## config.mk

```make
export PLATFORM = sky130hd
export DESIGN_NAME = servo_axis_control_status
export DESIGN_NICKNAME = d
export VERILOG_FILES = /design/src/design/servo_pkg.sv /design/src/design/axis_if.sv /design/src/design/axis_enable.sv /design/src/design/sync_sampler.sv /design/src/design/servo_axis_control_status.sv
export SDC_FILE = /design/constraint.sdc
export NUM_CORES = 1
export LEC_CHECK = 0
export BUFFER_PORTS_ARGS = -buffer_cell sky130_fd_sc_hd__buf_2
export CORE_MARGIN = 2
export CORE_UTILIZATION = 58
export CTS_BUF_LIST = sky130_fd_sc_hd__clkbuf_16
export CTS_CLUSTER_DIAMETER = 80
export DETAILED_ROUTE_END_ITERATION = 6
export PLACE_DENSITY = 0.89
export SLEW_MARGIN = 30
export SYNTH_ARGS = -nofsm -noshare
export SYNTH_HDL_FRONTEND = slang
export SYNTH_SLANG_ARGS = --single-unit
```

## constraint.sdc

```tcl
create_clock -name SYS_CLK -period 5.75 [get_ports SYS_CLK]
set_clock_uncertainty 0.1 [all_clocks]
set_input_delay 0.575 -clock SYS_CLK [delete_from_list [all_inputs] [get_ports SYS_CLK]]
set_output_delay 0.575 -clock SYS_CLK [all_outputs]
set_load 0.01 [all_outputs]
```

## src/design/servo_pkg.sv

```systemverilog
// Shared constants, register map and types for the servo axis control block
package servo_pkg;
   // ----------------------------------------------------------------------
   // Timing
   // ----------------------------------------------------------------------
   localparam int CLK_NS = 40;
   localparam int SAMPLE_NS = 120;
   localparam int READ_NS = 6720;
   localparam int SAMPLE_CYC = SAMPLE_NS / CLK_NS;
   localparam int READ_CYC = READ_NS / CLK_NS;
   localparam int LED_HOLD_MS = 100;
   localparam int LED_HOLD_CYC = LED_HOLD_MS * (1000000 / CLK_NS);

   // ----------------------------------------------------------------------
   // Register map
   // ----------------------------------------------------------------------
   localparam logic [7:0] REG_CTRL = 8'h00;
   localparam logic [7:0] REG_STAT = 8'h04;
   localparam logic [7:0] REG_MASK = 8'h08;
   localparam logic [7:0] REG_STATE = 8'h0c;
   localparam logic [7:0] REG_TUNES = 8'h10;

   localparam int CTRL_IGNORE = 0;
   localparam int CTRL_HEATER = 1;
   localparam int CTRL_SHUTDOWN = 2;
   localparam int CTRL_RANGE = 3;
   localparam int CTRL_DLDONE = 8;
   localparam logic [4:0] CTRL_RESET = 5'h01;
   localparam logic [15:0] TUNES_RESET = 16'h0000;

   localparam int EV_OVERCUR = 0;
   localparam int EV_OVERTEMP = 2;
   localparam int EV_OVERVOLT = 4;
   localparam int EV_BOARD = 6;
   localparam int EV_DLDONE = 7;
   localparam int EV_W = 8;

   localparam int ST_ENABLED = 0;
   localparam int ST_FAULT = 2;
   localparam int ST_HEALTH = 4;
   localparam int ST_READY = 6;
   localparam int ST_SYNC = 8;
   localparam int ST_TUNE_X = 12;
   localparam int ST_TUNE_Y = 16;

   // Board temperature warning threshold, degrees C
   localparam logic [7:0] BOARD_WARN_C = 8'h4b;

   // Command over-voltage limits in mV per range code
   localparam logic [15:0] OV_MAX_3 = 16'h0cb2;
   localparam logic [15:0] OV_MAX_5 = 16'h13f6;
   localparam logic [15:0] OV_MAX_8 = 16'h2094;
   localparam logic [15:0] OV_MAX_10 = 16'h27d8;

   typedef enum logic [2:0] {
      AX_OFF = 3'b001,
      AX_ON = 3'b010,
      AX_TRIPPED = 3'b100
   } axis_state_t;

   function automatic logic [15:0] ov_limit(input logic [1:0] range);
      case (range)
         2'h0: ov_limit = OV_MAX_3;
         2'h1: ov_limit = OV_MAX_5;
         2'h2: ov_limit = OV_MAX_8;
         default: ov_limit = OV_MAX_10;
      endcase
   endfunction
endpackage

```

## src/design/axis_if.sv

```systemverilog
// Per-axis enable handshake between the top level and the axis sequencer
`timescale 1ns/1ps
interface axis_if;
   logic en_pin;
   logic fault;
   logic ignore;
   logic enabled;
   modport top (output en_pin, output fault, output ignore, input enabled);
   modport axis (input en_pin, input fault, input ignore, output enabled);
endinterface // axis_if

```

## src/design/axis_enable.sv

```systemverilog
// Edge-armed enable sequencer for one servo axis
`timescale 1ns/1ps
module axis_enable
   import servo_pkg::*;
(
   // Clock and reset
   input wire logic clk,
   input wire logic rst,
   // Axis handshake
   axis_if.axis a
);
   axis_state_t state;
   logic pin_prev;
   logic fall;

   // Reset to high so a pin already low at start counts as a fall and arms the axis
   always_ff @(posedge clk) begin
      if (rst) begin
         pin_prev <= 1'b1;
      end else begin
         pin_prev <= a.en_pin;
      end
   end

   assign fall = pin_prev & ~a.en_pin;

   always_ff @(posedge clk) begin
      if (rst) begin
         state <= AX_OFF;
      end else begin
         case (state)
            AX_OFF: begin
               if (!a.fault && (a.ignore || fall)) begin
                  state <= AX_ON;
               end
            end
            AX_ON: begin
               if (a.fault) begin
                  state <= AX_TRIPPED;
               end else if (!a.ignore && a.en_pin) begin
                  state <= AX_OFF;
               end
            end
            AX_TRIPPED: begin
               // With ignore clear, re-arm needs the pin strobed high first, then a fall
               if (a.ignore && !a.fault) begin
                  state <= AX_ON;
               end else if (!a.ignore && a.en_pin) begin
                  state <= AX_OFF;
               end
            end
            default: state <= AX_OFF;
         endcase
      end
   end

   assign a.enabled = (state == AX_ON);

   fault_disables_a: assert property (@(posedge clk) disable iff (rst)
      a.fault |=> !a.enabled)
      else $error("axis stayed enabled during a fault");
   high_disables_a: assert property (@(posedge clk) disable iff (rst)
      (!a.ignore && a.en_pin) |=> !a.enabled)
      else $error("axis enabled while enable pin high");
   level_no_arm_a: assert property (@(posedge clk) disable iff (rst)
      (!a.ignore && !a.enabled && !fall) |=> !a.enabled)
      else $error("axis armed without a falling edge");
   rearm_c: cover property (@(posedge clk) disable iff (rst)
      state == AX_TRIPPED ##[1:20] a.enabled);
endmodule // axis_enable

```

## src/design/sync_sampler.sv

```systemverilog
// Debounce, latch and alternate read timing for the tune-select inputs
`timescale 1ns/1ps
module sync_sampler
   import servo_pkg::*;
(
   // Clock and reset
   input wire logic clk,
   input wire logic rst,
   // Sync pins and latched value
   input wire logic [3:0] sync_in,
   output logic [3:0] latched,
   // Read timing
   output logic read_pulse,
   output logic read_axis
);
   logic [1:0] samp_cnt;
   logic [7:0] read_cnt;
   logic [3:0] prev_sample;
   logic samp_tick;

   assign samp_tick = (samp_cnt == 2'(SAMPLE_CYC - 1));

   always_ff @(posedge clk) begin
      if (rst) begin
         samp_cnt <= 2'h0;
      end else if (samp_tick) begin
         samp_cnt <= 2'h0;
      end else begin
         samp_cnt <= samp_cnt + 2'h1;
      end
   end

   always_ff @(posedge clk) begin
      if (rst) begin
         prev_sample <= 4'h0;
         latched <= 4'h0;
      end else if (samp_tick) begin
         prev_sample <= sync_in;
         if (sync_in == prev_sample) begin
            latched <= sync_in;
         end
      end
   end

   always_ff @(posedge clk) begin
      if (rst) begin
         read_cnt <= 8'h00;
         read_pulse <= 1'b0;
         read_axis <= 1'b1;
      end else begin
         read_pulse <= (read_cnt == 8'(READ_CYC - 1));
         if (read_cnt == 8'(READ_CYC - 1)) begin
            read_cnt <= 8'h00;
            read_axis <= ~read_axis;
         end else begin
            read_cnt <= read_cnt + 8'h01;
         end
      end
   end

   latch_stable_a: assert property (@(posedge clk) disable iff (rst)
      (latched != $past(latched)) |-> ($past(samp_tick)
         && latched == $past(sync_in) && latched == $past(prev_sample)))
      else $error("sync latch took an unstable sample");
   read_period_a: assert property (@(posedge clk) disable iff (rst)
      read_pulse |=> !read_pulse [*8])
      else $error("sync read pulses too close together");
endmodule // sync_sampler

```

## src/design/servo_axis_control_status.sv

```systemverilog
// Two-axis servo control and status: enables, health, ready, sync, LED
`timescale 1ns/1ps

module servo_axis_control_status
   import servo_pkg::*;
#(
   parameter int LED_HOLD = LED_HOLD_CYC
)
(
   // Clock and reset
   input wire logic SYS_CLK,
   input wire logic RST,
   // Register port
   input wire logic [7:0] ADDR,
   input wire logic [31:0] WDATA,
   input wire logic WR,
   input wire logic RD,
   output logic [31:0] RDATA,
   output logic IRQ,
   // Enable inputs, one per axis (bit 0 X, bit 1 Y)
   input wire logic [1:0] EN_PIN,
   // Tune-select sync inputs
   input wire logic [3:0] SYNC_PIN,
   // Fault monitors
   input wire logic [1:0] COIL_TEMP_OK,
   input wire logic [1:0] COIL_CUR_OK,
   input wire logic [1:0] CASE_TEMP_OK,
   input wire logic [1:0] CASE_IN_BAND,
   input wire logic BOARD_TEMP_OK,
   input wire logic [7:0] BOARD_TEMP,
   input wire logic [1:0][15:0] CMD_MAG,
   // Open-drain health outputs
   input wire logic [1:0] HEALTH_I,
   output logic [1:0] HEALTH_O,
   output logic [1:0] HEALTH_OE,
   // Open-drain ready outputs
   input wire logic [1:0] READY_I,
   output logic [1:0] READY_O,
   output logic [1:0] READY_OE,
   // Indicator and active tunes
   output logic LED,
   output logic [3:0] TUNE_X,
   output logic [3:0] TUNE_Y
);
   // ----------------------------------------------------------------------
   // Registers
   // ----------------------------------------------------------------------
   logic [4:0] ctrl;
   logic [EV_W-1:0] stat;
   logic [EV_W-1:0] mask;
   logic [15:0] tunes;
   logic dl_pulse;
   logic [EV_W-1:0] next_stat;
   logic [EV_W-1:0] next_mask;
   logic [31:0] next_rdata;

   logic ignore_en;
   logic heater_use;
   logic shutdown_en;
   logic [1:0] range;

   assign ignore_en = ctrl[CTRL_IGNORE];
   assign heater_use = ctrl[CTRL_HEATER];
   assign shutdown_en = ctrl[CTRL_SHUTDOWN];
   assign range = ctrl[CTRL_RANGE +: 2];

   always_ff @(posedge SYS_CLK) begin
      if (RST) begin
         ctrl <= CTRL_RESET;
         mask <= {EV_W{1'b0}};
         tunes <= TUNES_RESET;
      end else if (WR) begin
         case (ADDR)
            REG_CTRL: ctrl <= WDATA[4:0];
            REG_MASK: mask <= WDATA[EV_W-1:0];
            REG_TUNES: tunes <= WDATA[15:0];
            default: ;
         endcase
      end
   end

   // Writing one to the download-done bit marks a finished download
   always_ff @(posedge SYS_CLK) begin
      if (RST) begin
         dl_pulse <= 1'b0;
      end else begin
         dl_pulse <= WR && (ADDR == REG_CTRL) && WDATA[CTRL_DLDONE];
      end
   end

   // ----------------------------------------------------------------------
   // Health and fault evaluation
   // ----------------------------------------------------------------------
   logic board_hot;
   logic [1:0] health_ok;
   logic [1:0] over_cur;
   logic [1:0] over_temp;
   logic [1:0] over_volt;
   logic [1:0] fault;
   logic [1:0] enabled;

   assign board_hot = BOARD_TEMP > BOARD_WARN_C;

   genvar g;
   generate
      for (g = 0; g < 2; g++) begin : g_axis
         axis_if ax ();

         assign health_ok[g] = COIL_TEMP_OK[g] && COIL_CUR_OK[g]
            && BOARD_TEMP_OK
            && (!heater_use || (CASE_TEMP_OK[g] && CASE_IN_BAND[g]));
         assign over_cur[g] = !COIL_CUR_OK[g];
         assign over_temp[g] = !COIL_TEMP_OK[g];
         assign over_volt[g] = CMD_MAG[g] > ov_limit(range);
         assign fault[g] = over_cur[g] || over_temp[g] || over_volt[g]
            || (shutdown_en && board_hot);

         assign ax.en_pin = EN_PIN[g];
         assign ax.fault = fault[g];
         assign ax.ignore = ignore_en;
         assign enabled[g] = ax.enabled;

         axis_enable u_axis (
            .clk (SYS_CLK),
            .rst (RST),
            .a (ax.axis)
         );
      end
   endgenerate

   // Open-drain pins only ever pull low; release means a failed health check or an axis not ready
   assign HEALTH_O = 2'h0;
   assign READY_O = 2'h0;

   always_ff @(posedge SYS_CLK) begin
      if (RST) begin
         HEALTH_OE <= 2'h0;
         READY_OE <= 2'h0;
      end else begin
         HEALTH_OE <= health_ok;
         READY_OE <= enabled & ~fault;
      end
   end

   // ----------------------------------------------------------------------
   // Events, status and interrupt
   // ----------------------------------------------------------------------
   logic [EV_W-2:0] cond;
   logic [EV_W-2:0] cond_prev;
   logic [EV_W-1:0] events;

   assign cond = {board_hot, over_volt, over_temp, over_cur};
   assign events = {dl_pulse, cond & ~cond_prev};

   always_ff @(posedge SYS_CLK) begin
      if (RST) begin
         cond_prev <= {(EV_W-1){1'b0}};
      end else begin
         cond_prev <= cond;
      end
   end

   // A mask written in this cycle already governs the interrupt level,
   // so the line never stays high for a bit that was just masked
   assign next_mask = (WR && ADDR == REG_MASK) ? WDATA[EV_W-1:0] : mask;

   // A new event wins over a write-one-to-clear in the same cycle
   always_comb begin
      next_stat = stat;
      if (WR && ADDR == REG_STAT) begin
         next_stat = stat & ~WDATA[EV_W-1:0];
      end
      next_stat = next_stat | events;
   end

   always_ff @(posedge SYS_CLK) begin
      if (RST) begin
         stat <= {EV_W{1'b0}};
         IRQ <= 1'b0;
      end else begin
         stat <= next_stat;
         IRQ <= |(next_stat & next_mask);
      end
   end

   // ----------------------------------------------------------------------
   // Tune selection
   // ----------------------------------------------------------------------
   logic [3:0] sync_latched;
   logic read_pulse;
   logic read_axis;

   sync_sampler u_sync (
      .clk (SYS_CLK),
      .rst (RST),
      .sync_in (SYNC_PIN),
      .latched (sync_latched),
      .read_pulse (read_pulse),
      .read_axis (read_axis)
   );

   // Tunes not yet downloaded are refused and the old tune stays
   always_ff @(posedge SYS_CLK) begin
      if (RST) begin
         TUNE_X <= 4'h0;
         TUNE_Y <= 4'h0;
      end else if (read_pulse && tunes[sync_latched]) begin
         if (read_axis) begin
            TUNE_Y <= sync_latched;
         end else begin
            TUNE_X <= sync_latched;
         end
      end
   end

   // ----------------------------------------------------------------------
   // Indicator
   // ----------------------------------------------------------------------
   logic [31:0] led_cnt;

   always_ff @(posedge SYS_CLK) begin
      if (RST) begin
         led_cnt <= 32'h0;
         LED <= 1'b0;
      end else begin
         if (|events) begin
            led_cnt <= 32'(LED_HOLD);
            LED <= 1'b1;
         end else if (led_cnt > 32'h1) begin
            led_cnt <= led_cnt - 32'h1;
         end else begin
            led_cnt <= 32'h0;
            LED <= 1'b0;
         end
      end
   end

   // ----------------------------------------------------------------------
   // Read data
   // ----------------------------------------------------------------------
   always_comb begin
      next_rdata = 32'h0;
      case (ADDR)
         REG_CTRL: next_rdata[4:0] = ctrl;
         REG_STAT: next_rdata[EV_W-1:0] = stat;
         REG_MASK: next_rdata[EV_W-1:0] = mask;
         REG_STATE: begin
            next_rdata[ST_ENABLED +: 2] = enabled;
            next_rdata[ST_FAULT +: 2] = fault;
            next_rdata[ST_HEALTH +: 2] = HEALTH_I;
            next_rdata[ST_READY +: 2] = READY_I;
            next_rdata[ST_SYNC +: 4] = sync_latched;
            next_rdata[ST_TUNE_X +: 4] = TUNE_X;
            next_rdata[ST_TUNE_Y +: 4] = TUNE_Y;
         end
         REG_TUNES: next_rdata[15:0] = tunes;
         default: next_rdata = 32'h0;
      endcase
   end

   always_ff @(posedge SYS_CLK) begin
      if (RST) begin
         RDATA <= 32'h0;
      end else if (RD) begin
         RDATA <= next_rdata;
      end else begin
         RDATA <= 32'h0;
      end
   end

   // ----------------------------------------------------------------------
   // Checks
   // ----------------------------------------------------------------------
   health_pin_a: assert property (@(posedge SYS_CLK) disable iff (RST)
      HEALTH_OE[0] |-> $past(COIL_TEMP_OK[0] && COIL_CUR_OK[0]
         && BOARD_TEMP_OK))
      else $error("X health low while a check failed");
   heater_check_a: assert property (@(posedge SYS_CLK) disable iff (RST)
      (heater_use && !CASE_IN_BAND[1]) |=> !HEALTH_OE[1])
      else $error("Y health low with case out of band");
   ready_pin_a: assert property (@(posedge SYS_CLK) disable iff (RST)
      READY_OE[0] |-> $past(enabled[0] && !fault[0]))
      else $error("X ready low while disabled or faulted");
   board_shut_a: assert property (@(posedge SYS_CLK) disable iff (RST)
      (shutdown_en && board_hot) ##1 (shutdown_en && board_hot)
         |-> !enabled[0] && !enabled[1])
      else $error("board over-temperature did not shut down");
   board_warn_a: assert property (@(posedge SYS_CLK) disable iff (RST)
      $rose(board_hot) |=> stat[EV_BOARD])
      else $error("board warning flag not set");
   ov_trip_a: assert property (@(posedge SYS_CLK) disable iff (RST)
      (CMD_MAG[1] > ov_limit(range)) |-> fault[1])
      else $error("over-voltage did not fault Y");
   tune_keep_a: assert property (@(posedge SYS_CLK) disable iff (RST)
      (read_pulse && !tunes[sync_latched]) |=> $stable(TUNE_X)
         && $stable(TUNE_Y))
      else $error("unloaded pattern changed the active tune");
   led_event_a: assert property (@(posedge SYS_CLK) disable iff (RST)
      (|events) |=> LED [*2])
      else $error("indicator did not light on an event");
   irq_level_a: assert property (@(posedge SYS_CLK) disable iff (RST)
      IRQ |-> |(stat & mask))
      else $error("interrupt high with nothing pending");
   tune_change_c: cover property (@(posedge SYS_CLK) disable iff (RST)
      $changed(TUNE_X) ##[1:400] $changed(TUNE_Y));
   arm_x_c: cover property (@(posedge SYS_CLK) disable iff (RST)
      !ignore_en && EN_PIN[0] ##1 !EN_PIN[0] ##[1:3] READY_OE[0]);
   dl_done_c: cover property (@(posedge SYS_CLK) disable iff (RST)
      dl_pulse ##1 stat[EV_DLDONE] && LED);
endmodule // servo_axis_control_status

```

==> results.py, run 1 <==
metrics = {
    "clock_tree": {
        "clk_pin_slew_ns": 0.06,
        "cts_resized": 0,
        "cts_hold_buf": 0,
        "htreeDepth": 4,
        "cts_buffer_depth": 2,
        "cts.sinks": 139,
        "cts_setup_buffers": 0,
        "clockRootBuffer": "clkbuf_16",
        "cts_buffers": 17,
        "clock_latency_ns": 0.42,
        "cts_tree": "yes",
    },
    "synth": {
        "yosysSeqAreaShare_pct": 43.3,
        "synth_cell_types": 58,
        "syn_area_per_cell_um2": 8.82,
        "synthTopCellsByCount": "139 x dfxtp_1, 115 x nor2_1, 51 x nand2_1, 45 x a21oi_1, 35 x nand3_1",
        "synth_cells": 728,
        "synth_area_um2": 6420,
        "yosysTopAreaCell": "dfxtp_1",
        "synth_xor_area_share_pct": 5.18,
        "yosysMostFrequentCell": "dfxtp_1",
        "synth_top_family_by_area": "simple AND/OR/NAND/NOR gates",
        "synth-simple-area-share_pct": 22.9,
        "synth-edff-count": 0,
        "synth-main-ff-cell": "dfxtp_1",
        "synthAdderAreaFrac_pct": 5.65,
        "synth-compound-area-share_pct": 11.8,
        "synthTopCellsByArea": "dfxtp_1 43%, nor2_1 6.7%, ha_1 5.6%, mux2i_1 4.7%, a21oi_1 3.5%",
        "synth_warnings": 0,
        "synth_top_area_share_pct": 43.3,
        "synth-seq-cells": 139,
        "synthArstFlopShare_pct": 0,
        "synthMuxAreaShare_pct": 6.25,
    },
    "power_and_ir_drop": {
        "power_leakage_nw": 3.23,
        "ir_drop_uv": 313,
        "p_per_area_nw_per_um2": 297,
    },
    "route": {
        "ant_nets": 0,
        "post_drt_wl_per_cell_um": 16.1,
        "totalWireLength_um": 16000,
        "drcViolationCount": 0,
        "vias": 5748,
        "dr.pass1.iters": 5,
        "initialDrtViolationCount": 427,
        "via_per_inst": 5.81,
    },
    "layout": {
        "final_area_um2": 7650,
        "final-instance-count-excl-fill": 990,
        "drive_above_1_share_pct": 20.8,
        "num_antenna_cells": 0,
        "fin_nets": 969,
        "syn2layout_area_growth_pct": 19.1,
    },
    "sta": {
        "worst_pin_slew_ns": 0.926,
        "timing.fmax_ghz": 0.240,
        "setup_tns_ns": 0,
        "slew-limit-headroom_pct": 38.2,
        "finalSetupViolCount": 0,
        "whs_ns": 0.238,
        "drv_slew": 0,
        "rsz0062_at_grt": "false",
        "period_needed_ns": 4.16,
        "hold_violations": 0,
        "post-route-period-util_pct": 72.4,
    },
    "floorplanning": {
        "coreArea_um2": 10800,
        "dieArea_um2": 11900,
        "pin_count": 153,
        "start_util_pct": 59.2,
        "row_count": 38,
        "die_h_um": 109,
        "die_w_um": 109,
    },
    "worst_setup_path": {
        "worstSetupStartpointType": "register",
        "r2r-end": "led_cnt[3]",
        "cp_max_fo": 24,
        "timing.rr.start": "ctrl[3]",
        "worstSetupStartpoint": "ctrl[3]",
        "worst-r2r-setup-slack_ns": 1.59,
        "worstPathRequired_ns": 5.98,
        "endpoint_kind": "register",
        "crit_family": "simple AND/OR/NAND/NOR gates",
        "arrival_ns": 4.39,
        "slowest_delay_ns": 0.63,
        "cp_slowest_cell": "or4b_2",
        "r2r_cells": 13,
        "critPathBufInv": 2,
        "path_cells": "inv_1 > ha_1 > nor2_1 > nor2_1 > inv_1 > ha_1 > nand4_1 > or4b_2 > or4_1 > o21ai_0 > o221a_2 > nand2_1 > a21oi_1",
        "critPathKind": "reg2reg",
    },
    "run": {
        "drv_cap": 0,
    },
    "placement": {
        "place.gp.congestion": 0.857,
        "postPlaceCellArea_um2": 7040,
        "port_buffers": 118,
        "dp.cells": 958,
        "dp_hpwl_um": 10500,
    },
    "min_path": {
        "hold_depth": 2,
        "hp-start": "COIL_CUR_OK[1]",
        "min_to": "cond_prev[1]",
        "hold_class": "in2reg",
    },
    "grt": {
        "overflow": 0,
        "grt_pass1_wl_um": 26100,
        "antenna_found_initial": 0,
        "grt_pass1_vias": 5529,
        "grt_usage_pct": 28.1,
        "grt_max_degree": 63,
    },
    "run_status": {
        "status": "complete, no violations",
    },
}
## power breakdown
group | switching, W | internal (W) | total (W)
combinational | 0.0000852 | 0.0000631 | 0.000148
clock | 0.000408 | 0.000716 | 0.00112
sequential | 0.0000156 | 0.000986 | 0.00100
total | 0.000509 | 0.00177 | 0.00227
## worst max-delay path by stage
stage / endpoint / slack, ns / cells past startpoint
5_1_grt: led_cnt[23] / 1.29 / 13
3_5_place_dp: led_cnt[9] / 1.67 / 13
6_report: led_cnt[3] / 1.59 / 13
2_1_floorplan: g_axis[0].u_axis.state[0] / 2.35 / 13
3_3_place_gp: led_cnt[23] / 1.73 / 13
4_1_cts: led_cnt[3] / 1.60 / 13
## cell families (layout without fill, tap and decap cells)
logic type      count (synthesis)  in the layout
flops                         139            139
buf+inv                        65            172
xor+xnor                       38             38
simple gates                  300            300
other cells                     1             16
mux                            35             35
compound gates                121            121
fa+ha+maj                      29             29
## worst reg2reg max path: stages, from the launching register on
cell and delay, ns:
dfxtp_1 0.37, inv_1 0.27, ha_1 0.23, nor2_1 0.05
nor2_1 0.19, inv_1 0.11, ha_1 0.28, nand4_1 0.10
or4b_2 0.63, or4_1 0.40, o21ai_0 0.22, o221a_2 0.31
nand2_1 0.49, a21oi_1 0.31
## metal layers
metal	GRT usage [%]	wire (um)	up-vias
met5	0	0	-
met4	9.31	277	0
met3	6.75	1080	34
met2	47.4	7840	236
met1	35.3	6790	2727
li1	-	-	2751
## cell usage in the layout, fill, tap and decap left out, types with 8 or more instances in the layout
cell type / Yosys / routed
dfxtp_1: 139 / 139
buf_2: 1 / 118
nor2_1: 115 / 115
nand2_1: 51 / 51
a21oi_1: 45 / 45
nand3_1: 35 / 35
mux2i_1: 30 / 30
ha_1: 29 / 29
xnor2_1: 24 / 24
o21ai_0: 23 / 23
inv_1: 19 / 19
clkbuf_16: 0 / 17
nor3_1: 17 / 16
conb_1: 1 / 16
xor2_1: 14 / 14
a22oi_1: 13 / 13
nand2b_1: 11 / 11
nor2b_1: 9 / 9
nor4_1: 10 / 9
and3_1: 8 / 8
## metrics by stage
step	total power (W)	worst slack, ns	util (%)
after floorplan	0.00111	2.35	-
after global placement	0.00116	1.73	64.9
after detailed placement	0.00116	1.67	64.9
after CTS	0.00227	1.60	70.5
after global routing	0.00234	1.29	70.6
final	0.00227	1.59	70.6
## state kept, by name, summed over array words and instances (netlist names), 5 cells and up
signal and count:
led_cnt 32, RDATA 20, tunes 16, mask 8, stat 8, u_sync.read_cnt 8, cond_prev 7, g_axis.u_axis.state 6
ctrl 5
## layout make-up
cell class	count	area, um2
clock inverter	15	180
tap	140	175
timing repair buffer	121	613
multi-input combinational	539	3400
inverter	19	71.3
clock buffer	17	425
fill	819	3190
sequential	139	2780
(Power assumes the default switching activity.)
==> run 2: changes to the inputs <==
- CORE_UTILIZATION: 58 -> 54
- PLACE_DENSITY: 0.89 -> 0.84
- clock period: 5.75 -> 4.15 ns (I/O delays scaled with it)
==> run 2 against run 1 <==
Against the previous run: the run now ends with design-rule violations left; non-clock buffer count rose by 4; first-iteration DRC count rose by 0.23%; combinational power rose by 39%; die area rose by 7.1%; critical endpoint is now g_axis[0].u_axis.state[0]; largest cell class unchanged.
==> results.py, run 2 (synthesis results as in run 1) <==
metrics = {
    "clock_tree": {
        "clk_pin_slew_ns": 0.06,
        "htreeDepth": 4,
        "cts_tree": "yes",
        "clock_latency_ns": 0.41,
        "cts_buffers": 17,
        "cts_hold_buf": 0,
        "cts_buffer_depth": 2,
        "cts.sinks": 139,
        "cts_resized": 0,
        "cts_setup_buffers": 0,
        "clockRootBuffer": "clkbuf_16",
    },
    "power_and_ir_drop": {
        "p_per_area_nw_per_um2": 403,
        "p_int_w": 0.00239,
        "power_leakage_nw": 3.24,
        "ir_drop_uv": 330,
        "power_frac_comb_pct": 6.7,
        "power.share.switching_pct": 22.6,
        "switchingPower_w": 0.000696,
        "p_clk_share_pct": 48.3,
        "seq_power_share_pct": 45.0,
    },
    "worst_setup_path": {
        "arrival_ns": 3.95,
        "cp_max_fo": 6,
        "endpoint_kind": "register",
        "timing.rr.start": "ctrl[3]",
        "path_cells": "ha_1 > nor2_1 > nor2_1 > inv_1 > ha_1 > nand4_1 > or4b_2 > or4_1 > o21ai_0 > or3b_2 > o21ai_0 > nor2_1",
        "worstPathRequired_ns": 4.34,
        "cp_slowest_cell": "or4b_2",
        "cpMostUsedCell": "nor2_1",
        "r2r_cells": 12,
        "r2r-end": "g_axis[0].u_axis.state[0]",
        "critPathKind": "reg2reg",
        "slowest_delay_ns": 0.64,
        "worst-r2r-setup-slack_ns": 0.38,
        "worstSetupStartpointType": "register",
    },
    "sta": {
        "setup_tns_ns": 0,
        "fin_ws_ns": 0.382,
        "whs_ns": 0.0863,
        "hold_violations": 0,
        "finalSetupViolCount": 0,
        "worst_pin_slew_ns": 0.681,
        "period_needed_ns": 3.77,
        "rsz0062_at_grt": "false",
        "drv_slew": 0,
        "timing.fmax_ghz": 0.265,
        "slew-limit-headroom_pct": 54.5,
        "post-route-period-util_pct": 90.8,
    },
    "run": {
        "drv_cap": 0,
    },
    "layout": {
        "top_regs": "led_cnt (32), RDATA (20), tunes (16)",
        "fill_cells": 919,
        "multi_input_area_um2": 3390,
        "largest_reg_flops": 32,
        "syn2layout_area_growth_pct": 19.2,
        "drive_above_1_share_pct": 20.8,
        "layout_common_cells": "139 x dfxtp_1, 118 x buf_2, 115 x nor2_1",
        "layout_commonest_cell": "dfxtp_1",
        "regArea_um2": 2780,
        "final-instance-count-excl-fill": 997,
        "num_antenna_cells": 0,
        "fin_nets": 973,
        "largest-register": "led_cnt",
    },
    "placement": {
        "dp_hpwl_um": 10700,
        "place.gp.congestion": 0.860,
        "pre_cts_ws_ns": 0.498,
        "port_buffers": 118,
        "dp.cells": 965,
    },
    "grt": {
        "met2_usage_pct": 40.7,
        "top_usage_layer": "met2",
        "grt_pass1_wl_um": 25600,
        "grt_pass1_vias": 5574,
        "grt_max_degree": 52,
        "grt_usage_pct": 24.7,
        "grt_util_met3_pct": 6.32,
        "use_met1_pct": 30.7,
        "overflow": 0,
        "antenna_found_initial": 0,
    },
    "route": {
        "totalWireLength_um": 15200,
        "ant_nets": 0,
        "initialDrtViolationCount": 428,
        "drcViolationCount": 4,
        "post_drt_wl_per_cell_um": 15.2,
        "via_per_inst": 5.66,
        "dr.pass1.iters": 7,
        "vias": 5647,
    },
    "floorplanning": {
        "die_h_um": 113,
        "dieArea_um2": 12800,
        "coreArea_um2": 11500,
        "die_w_um": 113,
        "pin_count": 153,
        "start_util_pct": 55.8,
        "row_count": 39,
    },
    "min_path": {
        "hold_class": "in2reg",
        "hp-start": "COIL_CUR_OK[0]",
        "min_to": "cond_prev[0]",
        "hold_depth": 2,
    },
    "run_status": {
        "violations": "design-rule violations",
        "status": "finished, violations left",
    },
}
[run 2: worst max path at each step]
stage,endpoint,slack [ns],startpoint,depth (start not counted)
finish,g_axis[0].u_axis.state[0],0.38,ctrl[3],12
global route,RDATA[2],0.17,ctrl[3],12
CTS,g_axis[0].u_axis.state[0],0.44,ctrl[3],12
detailed placement,g_axis[0].u_axis.state[0],0.50,ctrl[3],12
global placement,g_axis[0].u_axis.state[0],0.56,ctrl[3],12
floorplan,g_axis[0].u_axis.state[0],0.75,ctrl[3],13
[run 2: worst max-delay path: cells and delay by family (launching register included)]
family | cells | cell delay [ns]
buffers and inverters | 1 | 0.11
and+or+nand+nor | 7 | 2.03
AOI/OAI and AO/OA | 2 | 0.46
adders and majority gates | 2 | 0.50
DFF | 1 | 0.45
[run 2: metrics by stage]
stage | total power (W) | cell area [um2] | utilization, %
after CTS | 0.00309 | 7650 | 66.5
final | 0.00308 | 7650 | 66.5
after detailed placement | 0.00161 | 7070 | 61.4
after floorplan | 0.00154 | 6480 | -
after global placement | 0.00161 | 7070 | 61.4
after global routing | 0.00321 | 7650 | 66.5
[run 2: power groups by stage]
stage | Sequential [W] | Clock [W] | Combinational, W
after floorplan | 0.00141 | 0 | 0.000134
after global placement | 0.00141 | 0 | 0.000196
after detailed placement | 0.00141 | 0 | 0.000200
after CTS | 0.00139 | 0.00150 | 0.000205
after global routing | 0.00139 | 0.00159 | 0.000232
final | 0.00139 | 0.00149 | 0.000206
[run 2: layout make-up]
| type | count | share of cell area (%) |
|---|---|---|
| tap | 143 | 2.34 |
| clock buffer | 17 | 5.56 |
| inverter | 19 | 0.932 |
| clock inverter | 15 | 2.06 |
| multi-input combinational | 539 | 44.4 |
| sequential | 139 | 36.4 |
| timing repair buffer | 125 | 8.40 |
[run 2: routing by layer]
metal	vias up	routed length [um]
met5	-	0
met4	0	395
met3	33	1120
met2	239	7300
met1	2627	6360
li1	2748	-
